--- config.mk ---
export PLATFORM = sky130hd
export DESIGN_NAME = sprre_exec
export DESIGN_NICKNAME = d
export VERILOG_FILES = /design/src/sprre_pkg.sv /design/src/sprre_exec.sv
export SDC_FILE = /design/constraint.sdc
export NUM_CORES = 1
export LEC_CHECK = 0
export ABC_AREA = 1
export CAP_MARGIN = 20
export CORE_ASPECT_RATIO = 1.1
export CORE_UTILIZATION = 40
export CTS_CLUSTER_SIZE = 8
export DETAILED_ROUTE_END_ITERATION = 12
export DONT_BUFFER_PORTS = 1
export GPL_TIMING_DRIVEN = 1
export SLEW_MARGIN = 0
export SYNTH_ARGS = -nofsm -noshare
export SYNTH_HDL_FRONTEND = slang
export SYNTH_SLANG_ARGS = --single-unit
--- constraint.sdc ---
create_clock -name clock -period 7.5 [get_ports clock]
set_clock_uncertainty 0.05 [all_clocks]
set_input_delay 0.75 -clock clock [delete_from_list [all_inputs] [get_ports clock]]
set_output_delay 0.75 -clock clock [all_outputs]
set_load 0.01 [all_outputs]
--- src/sprre_pkg.sv ---
// Package for the stack pop, rotate and return execution unit.
// Assumes one 250 MHz clock domain and an AXI4-Lite master with 32-bit data.
package sprre_pkg;

  // Register offsets on the AXI4-Lite bus.
  localparam int AXI_AW = 8;
  localparam logic [7:0] OFF_CMD = 8'h00;
  localparam logic [7:0] OFF_STAT = 8'h04;
  localparam logic [7:0] OFF_ACCS = 8'h08;
  localparam logic [7:0] OFF_PTRS = 8'h0C;

  // Field positions.
  localparam int CMD_OP_LSB = 0;
  localparam int CMD_OPND_LSB = 8;
  localparam int CMD_PRE_BIT = 16;
  localparam int STAT_BUSY_BIT = 0;
  localparam int STAT_BAD_BIT = 1;
  localparam int STAT_STEP_LSB = 8;
  localparam int CC_V = 7;
  localparam int CC_H = 4;
  localparam int CC_I = 3;
  localparam int CC_N = 2;
  localparam int CC_Z = 1;
  localparam int CC_C = 0;
  localparam logic [7:0] CC_ONES = 8'h60;

  // Opcodes.
  localparam logic [7:0] OP_POP_H = 8'h8A;
  localparam logic [7:0] OP_POP_X = 8'h88;
  localparam logic [7:0] OP_ROL_DIR = 8'h39;
  localparam logic [7:0] OP_ROL_A = 8'h49;
  localparam logic [7:0] OP_ROL_X = 8'h59;
  localparam logic [7:0] OP_ROL_IX1 = 8'h69;
  localparam logic [7:0] OP_ROL_IX = 8'h79;
  localparam logic [7:0] OP_ROR_DIR = 8'h36;
  localparam logic [7:0] OP_ROR_A = 8'h46;
  localparam logic [7:0] OP_ROR_X = 8'h56;
  localparam logic [7:0] OP_ROR_IX1 = 8'h66;
  localparam logic [7:0] OP_ROR_IX = 8'h76;
  localparam logic [7:0] OP_RSP = 8'h9C;
  localparam logic [7:0] OP_RTI = 8'h80;
  localparam logic [7:0] OP_RTS = 8'h81;

  // Cycle counts.
  localparam logic [2:0] CYC_POP = 3'h2;
  localparam logic [2:0] CYC_ROT_INH = 3'h1;
  localparam logic [2:0] CYC_ROT_DIR = 3'h4;
  localparam logic [2:0] CYC_ROT_IX1 = 3'h4;
  localparam logic [2:0] CYC_ROT_IX = 3'h3;
  localparam logic [2:0] CYC_ROT_SP1 = 3'h5;
  localparam logic [2:0] CYC_RSP = 3'h1;
  localparam logic [2:0] CYC_RTI = 3'h7;
  localparam logic [2:0] CYC_RTS = 3'h4;

  // Reset values.
  localparam logic [7:0] SP_LOW_RESET = 8'hFF;
  localparam logic [15:0] SP_RST = 16'h00FF;
  localparam logic [15:0] PC_RST = 16'h0000;
  localparam logic [7:0] CCR_RST = 8'h68;
  localparam logic [1:0] RESP_OKAY = 2'b00;
  localparam logic [1:0] RESP_SLVERR = 2'b10;

  typedef enum logic [2:0] {
    K_BAD = 3'b000, K_POPH = 3'b001, K_POPX = 3'b010, K_ROL = 3'b011,
    K_ROR = 3'b100, K_RSP = 3'b101, K_RTI = 3'b110, K_RTS = 3'b111
  } sprre_kind_e;

  typedef enum logic [2:0] {
    M_NONE = 3'b000, M_A = 3'b001, M_X = 3'b010, M_DIR = 3'b011,
    M_IX1 = 3'b100, M_IX = 3'b101, M_SP1 = 3'b110
  } sprre_mode_e;

  typedef enum logic [2:0] {
    D_NONE = 3'b000, D_H = 3'b001, D_X = 3'b010, D_A = 3'b011,
    D_CCR = 3'b100, D_PCH = 3'b101, D_PCL = 3'b110
  } sprre_dst_e;

  typedef struct packed {
    sprre_kind_e kind;
    sprre_mode_e mode;
    logic [2:0] cycles;
    logic [2:0] npop;
  } sprre_dec_s;

  typedef struct packed {
    logic awvalid;
    logic [AXI_AW-1:0] awaddr;
    logic wvalid;
    logic [31:0] wdata;
    logic [3:0] wstrb;
    logic bready;
    logic arvalid;
    logic [AXI_AW-1:0] araddr;
    logic rready;
  } sprre_axi_req_s;

  typedef struct packed {
    logic awready;
    logic wready;
    logic bvalid;
    logic [1:0] bresp;
    logic arready;
    logic rvalid;
    logic [31:0] rdata;
    logic [1:0] rresp;
  } sprre_axi_rsp_s;

  typedef struct packed {
    logic [15:0] addr;
    logic rd;
    logic wr;
    logic [7:0] wdata;
  } sprre_mem_req_s;

endpackage

--- src/sprre_exec.sv ---
// Execution unit for stack pops, rotates through carry, stack pointer reset and returns.
// Assumes an AXI4-Lite master on one clock and a memory that returns read data
// combinationally in the same cycle as a registered read request.
//
// Contract
// RULE1 - Pop of index high, 8A, 2 cycles: increment pointer, load high byte, flags kept.
// RULE2 - Pop of index low, 88, 2 cycles: increment pointer, load low byte, flags kept.
// RULE3 - Rotate left shifts operand up; bit 0 gets carry, carry gets old bit 7.
// RULE4 - Rotate left flags: C old b7, N r7, Z zero, V r7 xor b7.
// RULE5 - Rotate left codes 39,49,59,69,79,9E69 with cycles 4,1,1,4,3,5.
// RULE6 - Rotate right shifts operand down; bit 7 gets carry, carry gets old bit 0.
// RULE7 - Rotate right flags: C old b0, N r7, Z zero, V r7 xor b0.
// RULE8 - Rotate right codes 36,46,56,66,76,9E66 with cycles 4,1,1,4,3,5.
// RULE9 - Both rotates take carry in and give shifted bit out, for chaining.
// RULE10 - Stack pointer reset, 9C, 1 cycle: low pointer byte becomes FF, flags kept.
// RULE11 - Software should set the stack to the top of RAM after reset.
// RULE12 - Interrupt return, 80, 7 cycles: pop flags, A, X, PC high, PC low.
// RULE13 - Interrupt return loads every flag, the mask too, from the popped byte.
// RULE14 - Subroutine return, 81, 4 cycles: pop PC high then PC low, flags kept.
// RULE15 - After subroutine return, fetching resumes at the rebuilt 16-bit address.
// RULE16 - Every pop increments the stack pointer before its read.
//
// The implementer's own choices: the AXI4-Lite register port and the register offsets.
`timescale 1ns/10ps
module sprre_exec (
  // Clock and reset.
  input wire logic clock,
  input wire logic arst_n,
  // Register bus.
  input wire sprre_pkg::sprre_axi_req_s axi_req,
  output sprre_pkg::sprre_axi_rsp_s axi_rsp,
  // Memory bus.
  output sprre_pkg::sprre_mem_req_s mem_req,
  input wire logic [7:0] mem_rdata,
  // Execution status.
  output logic [15:0] fetch_addr,
  output logic exec_done
);
  import sprre_pkg::*;

  // Whole architectural and bus state in one record. The engine and the register
  // bus share it, so every field has exactly one next-value path through the
  // combinational block below. A write from software and an instruction step can
  // never both update a field, because bus writes are dropped while busy is high.
  typedef struct packed {
    logic [7:0] acc;
    logic [7:0] idx_l;
    logic [7:0] idx_h;
    logic [7:0] condition_code_byte;
    logic [15:0] sp;
    logic [15:0] pc;
    logic busy;
    logic bad;
    logic [2:0] step;
    sprre_dec_s dec;
    logic [15:0] ea;
    sprre_mem_req_s mem;
    logic done;
    logic aw_got;
    logic w_got;
    logic [AXI_AW-1:0] awaddr;
    logic [31:0] wdata;
    logic [3:0] wstrb;
    sprre_axi_rsp_s rsp;
  } sprre_state_s;

  // The registered copy drives every output directly, which keeps the outputs
  // glitch free. The cost is one cycle of latency on every answer, and both the
  // bus timing and the memory request timing already allow for that cycle.
  sprre_state_s q, d;

  // Opcode decode; the prebyte selects the stack-relative page.
  function automatic sprre_dec_s decode(input logic pre, input logic [7:0] op);
    sprre_dec_s r;
    r = '{kind: K_BAD, mode: M_NONE, cycles: 3'h1, npop: 3'h0};
    if (pre) begin
      case (op)
        OP_ROL_IX1: r = '{kind: K_ROL, mode: M_SP1, cycles: CYC_ROT_SP1, npop: 3'h0}; // RULE5
        OP_ROR_IX1: r = '{kind: K_ROR, mode: M_SP1, cycles: CYC_ROT_SP1, npop: 3'h0}; // RULE8
        default: r.kind = K_BAD;
      endcase
    end else begin
      case (op)
        OP_POP_H: r = '{kind: K_POPH, mode: M_NONE, cycles: CYC_POP, npop: 3'h1}; // RULE1
        OP_POP_X: r = '{kind: K_POPX, mode: M_NONE, cycles: CYC_POP, npop: 3'h1}; // RULE2
        OP_ROL_DIR: r = '{kind: K_ROL, mode: M_DIR, cycles: CYC_ROT_DIR, npop: 3'h0}; // RULE5
        OP_ROL_A: r = '{kind: K_ROL, mode: M_A, cycles: CYC_ROT_INH, npop: 3'h0}; // RULE5
        OP_ROL_X: r = '{kind: K_ROL, mode: M_X, cycles: CYC_ROT_INH, npop: 3'h0}; // RULE5
        OP_ROL_IX1: r = '{kind: K_ROL, mode: M_IX1, cycles: CYC_ROT_IX1, npop: 3'h0}; // RULE5
        OP_ROL_IX: r = '{kind: K_ROL, mode: M_IX, cycles: CYC_ROT_IX, npop: 3'h0}; // RULE5
        OP_ROR_DIR: r = '{kind: K_ROR, mode: M_DIR, cycles: CYC_ROT_DIR, npop: 3'h0}; // RULE8
        OP_ROR_A: r = '{kind: K_ROR, mode: M_A, cycles: CYC_ROT_INH, npop: 3'h0}; // RULE8
        OP_ROR_X: r = '{kind: K_ROR, mode: M_X, cycles: CYC_ROT_INH, npop: 3'h0}; // RULE8
        OP_ROR_IX1: r = '{kind: K_ROR, mode: M_IX1, cycles: CYC_ROT_IX1, npop: 3'h0}; // RULE8
        OP_ROR_IX: r = '{kind: K_ROR, mode: M_IX, cycles: CYC_ROT_IX, npop: 3'h0}; // RULE8
        OP_RSP: r = '{kind: K_RSP, mode: M_NONE, cycles: CYC_RSP, npop: 3'h0}; // RULE10
        OP_RTI: r = '{kind: K_RTI, mode: M_NONE, cycles: CYC_RTI, npop: 3'h5}; // RULE12
        OP_RTS: r = '{kind: K_RTS, mode: M_NONE, cycles: CYC_RTS, npop: 3'h2}; // RULE14
        default: r.kind = K_BAD;
      endcase
    end
    return r;
  endfunction

  // Destination of the n-th pop of a sequence.
  function automatic sprre_dst_e pop_dst(input sprre_kind_e kind, input logic [2:0] n);
    sprre_dst_e r;
    r = D_NONE;
    case (kind)
      K_POPH: r = D_H;
      K_POPX: r = D_X;
      K_RTS: r = (n == 3'h0) ? D_PCH : D_PCL; // RULE14
      K_RTI: begin
        case (n) // RULE12
          3'h0: r = D_CCR;
          3'h1: r = D_A;
          3'h2: r = D_X;
          3'h3: r = D_PCH;
          default: r = D_PCL;
        endcase
      end
      default: r = D_NONE;
    endcase
    return r;
  endfunction

  // The carry takes part in both directions so that software can chain several
  // rotates over a value wider than one byte without losing the bit in between.
  // Rotate through carry; returns carry out above the 8-bit result.
  function automatic logic [8:0] rotate(input logic [7:0] v, input logic c, input logic left);
    return left ? {v[7], v[6:0], c} : {v[0], c, v[7:1]}; // RULE3 RULE6 RULE9
  endfunction

  // Flags after a rotate; V is the new N xor the new C, which equals r7 xor the lost bit.
  function automatic logic [7:0] rot_flags(input logic [7:0] cc, input logic [8:0] r);
    logic [7:0] f;
    f = cc;
    f[CC_C] = r[8]; // RULE4 RULE7
    f[CC_N] = r[7]; // RULE4 RULE7
    f[CC_Z] = (r[7:0] == 8'h00); // RULE4 RULE7
    f[CC_V] = r[7] ^ r[8]; // RULE4 RULE7
    return f;
  endfunction

  // Lanes with a clear strobe keep the old byte, so software can update one register.
  // Byte-lane merge for AXI write strobes.
  function automatic logic [31:0] merge(input logic [31:0] o, input logic [31:0] n,
                                        input logic [3:0] s);
    logic [31:0] r;
    r = o;
    for (int i = 0; i < 4; i++) begin
      if (s[i]) begin
        r[i*8 +: 8] = n[i*8 +: 8];
      end
    end
    return r;
  endfunction

  // Next-state logic: execution engine first, then the register bus, which only
  // touches architectural state while the engine is idle so the two never collide.
  always_comb begin
    sprre_dec_s dn;
    logic [8:0] rr;
    logic left;
    logic [31:0] wv;
    dn = '{kind: K_BAD, mode: M_NONE, cycles: 3'h1, npop: 3'h0};
    rr = 9'h000;
    left = 1'b0;
    wv = 32'h0000_0000;
    d = q;
    d.mem.rd = 1'b0;
    d.mem.wr = 1'b0;
    d.done = 1'b0;

    // Execution engine; busy lasts exactly the instruction's cycle count.
    // The step counter runs from zero to the count less one. Work that an
    // instruction finishes early simply idles in the remaining steps, so the
    // cycle count seen from outside always matches the documented figure.
    if (q.busy) begin
      left = (q.dec.kind == K_ROL);
      // Pop requests go out one per step. The pointer is raised before the read,
      // so the request of this step already carries the incremented address and
      // the last pushed byte is the first one read back.
      if (q.step < q.dec.npop) begin
        d.sp = q.sp + 16'h0001; // RULE16 RULE1 RULE2
        d.mem.addr = q.sp + 16'h0001; // RULE16
        d.mem.rd = 1'b1;
      end
      // Read data belongs to the request registered one step earlier, so the
      // destination is chosen by the previous pop index. The memory must answer
      // within the cycle in which the read request stands.
      if (q.step != 3'h0 && q.step <= q.dec.npop) begin
        case (pop_dst(q.dec.kind, q.step - 3'h1))
          D_H: d.idx_h = mem_rdata; // RULE1
          D_X: d.idx_l = mem_rdata; // RULE2 RULE12
          D_A: d.acc = mem_rdata; // RULE12
          D_CCR: d.condition_code_byte = mem_rdata | CC_ONES; // RULE13
          D_PCH: d.pc[15:8] = mem_rdata; // RULE12 RULE14 RULE15
          D_PCL: d.pc[7:0] = mem_rdata; // RULE12 RULE14 RULE15
          default: d.pc = q.pc;
        endcase
      end
      // Register rotates finish in their single step. Memory rotates read the
      // operand, rotate it and write it back to the same effective address, which
      // was fixed when the command was accepted and is not recomputed here.
      if (q.dec.kind == K_ROL || q.dec.kind == K_ROR) begin
        if (q.dec.mode == M_A || q.dec.mode == M_X) begin
          if (q.step == 3'h0) begin
            rr = rotate((q.dec.mode == M_A) ? q.acc : q.idx_l, q.condition_code_byte[CC_C], left);
            if (q.dec.mode == M_A) begin
              d.acc = rr[7:0]; // RULE3 RULE6
            end else begin
              d.idx_l = rr[7:0]; // RULE3 RULE6
            end
            d.condition_code_byte = rot_flags(q.condition_code_byte, rr);
          end
        end else if (q.step == 3'h0) begin
          d.mem.addr = q.ea;
          d.mem.rd = 1'b1;
        end else if (q.step == 3'h1) begin
          // Read-modify-write: the operand returned this cycle is written back next.
          rr = rotate(mem_rdata, q.condition_code_byte[CC_C], left); // RULE3 RULE6
          d.mem.addr = q.ea;
          d.mem.wr = 1'b1;
          d.mem.wdata = rr[7:0];
          d.condition_code_byte = rot_flags(q.condition_code_byte, rr);
        end
      end
      // Only the low pointer byte is reset; the high byte keeps its value, so a
      // stack placed above the first page stays on its own page.
      if (q.dec.kind == K_RSP && q.step == 3'h0) begin
        d.sp[7:0] = SP_LOW_RESET; // RULE10
      end
      // The last step clears busy and raises the done pulse for exactly one cycle,
      // which lets a new command be accepted right behind it.
      if (q.step == q.dec.cycles - 3'h1) begin
        d.busy = 1'b0;
        d.done = 1'b1;
        d.step = 3'h0;
      end else begin
        d.step = q.step + 3'h1;
      end
    end

    // Write address and data are taken in either order and held until both are in.
    if (q.rsp.awready && axi_req.awvalid) begin
      d.aw_got = 1'b1;
      d.awaddr = axi_req.awaddr;
    end
    if (q.rsp.wready && axi_req.wvalid) begin
      d.w_got = 1'b1;
      d.wdata = axi_req.wdata;
      d.wstrb = axi_req.wstrb;
    end
    // The response stays up until the master takes it; no new address or data is
    // accepted in the meantime, so only one write is ever outstanding.
    if (q.rsp.bvalid && axi_req.bready) begin
      d.rsp.bvalid = 1'b0;
    end
    if (q.aw_got && q.w_got && !q.rsp.bvalid) begin
      d.aw_got = 1'b0;
      d.w_got = 1'b0;
      d.rsp.bvalid = 1'b1;
      d.rsp.bresp = RESP_OKAY;
      case (q.awaddr)
        OFF_CMD: begin
          // A command while busy is dropped; software polls busy first.
          if (!q.busy) begin
            dn = decode(q.wdata[CMD_PRE_BIT], q.wdata[CMD_OP_LSB +: 8]);
            d.bad = (dn.kind == K_BAD);
            d.busy = (dn.kind != K_BAD);
            d.dec = dn;
            d.step = 3'h0;
            case (dn.mode)
              M_DIR: d.ea = {8'h00, q.wdata[CMD_OPND_LSB +: 8]};
              M_IX1: d.ea = {q.idx_h, q.idx_l} + {8'h00, q.wdata[CMD_OPND_LSB +: 8]};
              M_IX: d.ea = {q.idx_h, q.idx_l};
              M_SP1: d.ea = q.sp + {8'h00, q.wdata[CMD_OPND_LSB +: 8]};
              default: d.ea = q.ea;
            endcase
          end
        end
        OFF_STAT: d.rsp.bresp = RESP_OKAY;
        OFF_ACCS: begin
          if (!q.busy) begin
            // The two fixed flag bits are forced high whatever software writes,
            // so a read back never shows a value that the unit cannot hold.
            wv = merge({q.condition_code_byte, q.idx_h, q.idx_l, q.acc}, q.wdata, q.wstrb);
            {d.condition_code_byte, d.idx_h, d.idx_l, d.acc} = wv;
            d.condition_code_byte = wv[31:24] | CC_ONES;
          end
        end
        OFF_PTRS: begin
          if (!q.busy) begin
            {d.pc, d.sp} = merge({q.pc, q.sp}, q.wdata, q.wstrb);
          end
        end
        default: d.rsp.bresp = RESP_SLVERR;
      endcase
    end
    d.rsp.awready = !d.aw_got && !d.rsp.bvalid;
    d.rsp.wready = !d.w_got && !d.rsp.bvalid;

    // Read channel: one read in flight, data captured at the address handshake.
    if (q.rsp.rvalid && axi_req.rready) begin
      d.rsp.rvalid = 1'b0;
    end
    if (q.rsp.arready && axi_req.arvalid) begin
      d.rsp.rvalid = 1'b1;
      d.rsp.rresp = RESP_OKAY;
      d.rsp.rdata = 32'h0000_0000;
      case (axi_req.araddr)
        OFF_CMD: d.rsp.rdata = 32'h0000_0000;
        OFF_STAT: begin
          d.rsp.rdata[STAT_BUSY_BIT] = q.busy;
          d.rsp.rdata[STAT_BAD_BIT] = q.bad;
          d.rsp.rdata[STAT_STEP_LSB +: 3] = q.step;
        end
        OFF_ACCS: d.rsp.rdata = {q.condition_code_byte, q.idx_h, q.idx_l, q.acc};
        OFF_PTRS: d.rsp.rdata = {q.pc, q.sp};
        default: d.rsp.rresp = RESP_SLVERR;
      endcase
    end
    // Address ready is held low while data waits, which limits the read side to
    // one transfer in flight and keeps the captured data stable until taken.
    d.rsp.arready = !d.rsp.rvalid;
  end

  // State register; ready outputs come up one cycle after reset release.
  always_ff @(posedge clock or negedge arst_n) begin
    if (!arst_n) begin
      q <= '0;
      q.sp <= SP_RST;
      q.pc <= PC_RST;
      q.condition_code_byte <= CCR_RST;
      q.dec <= '{kind: K_BAD, mode: M_NONE, cycles: 3'h1, npop: 3'h0};
    end else begin
      q <= d;
    end
  end

  // Outputs straight from the state register.
  assign axi_rsp = q.rsp;
  assign mem_req = q.mem;
  assign fetch_addr = q.pc; // RULE15
  assign exec_done = q.done;

endmodule

==> metrics.md <==
| Metric | Value |
|---|---|
| Max-cap violation count | `0` |
| FF/Latch Area | `5250 um^2` |
| Vias post-DR | `12,081` |
| Fin crit period | `3.34 ns` |
| Starting density of the core | `40.9%` |
| Sequential share of the synthesized area | `about two fifths` |
| Worst Setup Path Type | `register to register` |
| Cell Pwr Density | `345 nW/um^2` |
| Die Y | `193 um` |
| Met3 WL | `~4.0 mm` |
| GR Overflow Total | `0` |
| Final setup TNS | `0 ns` |
| Gr usage total | `27.4%` |
| VDD IR max | `0.000181 V` |
| Clock root cell | `clkbuf_16` |
| Clock sinks | `209` |
| Routed wire length on met2 | `21.1 mm` |
| Fraction of layout cells with a size suffix above 1 | `about 7.5%` |
| Final #Nets | `about 1,800` |
| WP data required | `between 7 and 8 ns` |
| DRT antenna net count | `0` |
| RD Place Congestion | `just under 1` |
| Worst-Margin Slew | `1.03 ns` |
| Worst skew pair latency | `0.58 ns` |
| Slew Limit Fails | `0` |
| Worst r2r dst | `q[128]` |
| DP Wirelength | `34.7 mm` |
| Status | `finished clean` |
| TritonRoute pass-1 iters | `5` |
| Setup crit start | `q[46]` |
| CTS tree | `yes` |
| Synthesized area per cell | `slightly above 7 um^2` |
| Post-CTS Setup Inserts | `0` |
| Die Area | `between 30,000 and 40,000 um^2` |
| Hold Path Class | `primary input to asynchronous set/reset pin` |
| Fraction of registers with async set/reset | `100%` |
| Data arrival, critical path | `3.78 ns` |
| WL met1 | `just under 20 mm` |
| Multi-input gate area | `6240 um^2` |
| R2r setup slk | `4.16 ns` |
| Cells on worst reg2reg path | `20` |
| PnR worst setup slack | `4.16 ns` |
| Cell Rows | `a little under 70` |
| Clk pin slew, worst setup/hold paths | `approximately 0.06 ns` |
| Yosys top cell area share | `37.1%` |
| Synth area leader | `dfrtp_1` |
| Fillers | `3,428` |
| DRT iter0 DRCs | `1,142` |
| Core area | `around 32,000 um^2` |
| I/O pin cnt | `between 150 and 200` |
| Final wirelength | `about 46 mm` |
| Port bufs | `0` |
| Crit start category | `register` |
| Leakage power | `7.01 nW` |
| Vias in the first global route | `~11,000` |
| Resized Gates After CTS | `0` |
| Fin. Hold Viols | `0` |
| Unrepaired setup endpoints after global routing | `no` |
| Synth unique cells | `57` |
| # setup viols final | `0` |
| Initial antenna violation count | `2` |
| Residual DRC | `0` |
| Synth Flop Type | `dfrtp_1` |
| First-pass GRT wire length | `70.2 mm` |
| Mapped Cells | `1,844` |
| Wire length per cell | `21.1 um` |
| H-Tree Depth | `1` |
| R2r startpoint | `q[46]` |
| Final period util | `between 40% and 50%` |
| Yosys warns | `0` |
| Synth top area cells | `dfrtp_1 37%, nand2_1 16%, o21ai_0 6.7%` |
| Total power | `0.00480 W` |
| Synth Register Bits | `209` |
| Max Used Layer | `met4` |
| Vias per Instance | `5.50` |
| Clock Path Buffers | `3` |
| Fmax | `approximately 300 MHz` |
| Setup WS pre-CTS | `4.19 ns` |
| Die X-Extent | `between 150 and 200 um` |
| Area grow syn2layout | `4.90%` |
| CTS Buf Count | `30` |
| Post-synth EDFFs | `0` |
| CP endpoint kind | `register` |
| Slew headroom | `31.5%` |
| Post-Syn Area | `13,300 um^2` |
| Pin count of the biggest net entering global routing | `198` |
| Worst Path Max Fanout | `25` |
-- kinds of logic (layout without fill, tap and decap cells) --
logic type | after synthesis | count (layout) | share of synthesized area (%)
fa+ha+maj | 22 | 22 | 2.13
simple gates | 814 | 814 | 26.2
other cells | 1 | 3 | 0.0282
flops | 209 | 209 | 39.5
xor+xnor | 15 | 15 | 1.05
buf+inv | 379 | 303 | 13.5
compound gates | 404 | 404 | 17.6
-- state kept, by name, summed over array words and instances (netlist names) --
| name | count |
|---|---|
| q | 127 |
| mem_req | 26 |
| exec_done | 1 |
| axi_rsp | 39 |
| fetch_addr | 16 |
-- placed cells by master, fill, tap and decap left out, types with 11 or more instances in the layout --
master     synthesis  final
dfrtp_1          197    196
xor2_1            12     12
inv_1            216    216
nor2_2            11     11
nand3_1           58     58
clkbuf_16          0     30
inv_2             17     17
o221ai_1          14     14
ha_1              21     21
o211ai_1          18     18
o21ai_0          178    178
nand4_1           16     16
o22ai_1           47     47
nor2_1           113    113
dfstp_2           12     12
clkbuf_1          41     24
o21ai_1           22     22
a21oi_1           71     71
nand2_1          561    561
a31oi_1           12     12
-- worst max-delay path: stages (launching register included) --
cell and delay [ns]:
dfrtp_1 0.43, inv_2 0.11, nand2_1 0.08, nor2_2 0.18
nand2_2 0.15, nand2_4 0.22, inv_1 0.14, o21ai_0 0.24
inv_1 0.10, fa_1 0.39, inv_1 0.11, nand3_1 0.07
nand2_1 0.12, nand4_1 0.10, nand2_1 0.11, nand3_1 0.13
nor2_1 0.18, nand2_1 0.07, nand2_1 0.06, nand3_1 0.06
a21oi_1 0.16
-- Yosys cell counts (3+ instances only) --
library cell,count
a211oi_1,6
a21oi_1,71
a21oi_2,3
a22oi_1,6
a31oi_1,12
a32oi_1,4
buf_2,10
buf_4,86
buf_6,4
clkbuf_1,41
dfrtp_1,197
dfstp_2,12
ha_1,21
inv_1,216
inv_2,17
nand2_1,561
nand2_2,10
nand3_1,58
nand3_2,3
nand3_4,4
nand3b_1,3
nand4_1,16
nor2_1,113
nor2_2,11
nor2_4,8
nor3_1,10
nor4_1,4
o211ai_1,18
o21a_1,4
o21ai_0,178
o21ai_1,22
o21ai_2,7
o21bai_1,4
o221ai_1,14
o22ai_1,47
or2_2,4
xor2_1,12
-- layout make-up --
class / count / share of cell area (%)
Tap cell: 426 / 3.83
Antenna cell: 1 / 0.0180
Inverter: 236 / 6.38
Timing Repair Buffer: 11 / 0.898
Multi-Input combinational cell: 1257 / 44.8
Sequential cell: 209 / 37.7
Clock inverter: 2 / 0.332
Clock buffer: 54 / 6.04
-- routing by layer --
metal / track usage, % / vias to the layer above
li1: - / 5735
met2: 43.7 / 516
met5: 0 / -
met1: 35.9 / 5728
met3: 5.98 / 102
met4: 11.5 / 0
-- worst max path at each step --
| stage | to | slack [ns] | cells after the start |
|---|---|---|---|
| floorplan | q[128] | 4.64 | 22 |
| global placement | q[128] | 4.24 | 20 |
| detailed placement | q[128] | 4.19 | 20 |
| CTS | q[128] | 4.17 | 20 |
| global route | q[128] | 3.70 | 20 |
| finish | q[128] | 4.16 | 20 |
-- through the flow --
stage | area [um^2] | instances | utilization, % | hold WS [ns]
global route | 13900 | 2195 | 42.9 | 0.216
finish | 13900 | 2196 | 42.9 | 0.227
global placement | 13000 | 2136 | 40.0 | 0.411
CTS | 13900 | 2194 | 42.8 | 0.202
floorplan | 13300 | 1845 | - | 0.387
detailed placement | 13000 | 2136 | 40.0 | 0.416
-- power by group --
part | internal [W] | total (W) | leakage (nW) | switching, W
sequential | 0.00141 | 0.00178 | 2.54 | 0.000368
clock | 0.000780 | 0.00131 | 0.419 | 0.000529
combinational | 0.000530 | 0.00171 | 4.04 | 0.00118
total | 0.00272 | 0.00480 | 7.01 | 0.00208
-- repair_timing --
item	4_1_cts	5_1_grt
endpoints found under the setup margin	0	0
endpoints found under the hold margin	197	0
hold buffers	2	0
(Power assumes the default switching activity.)
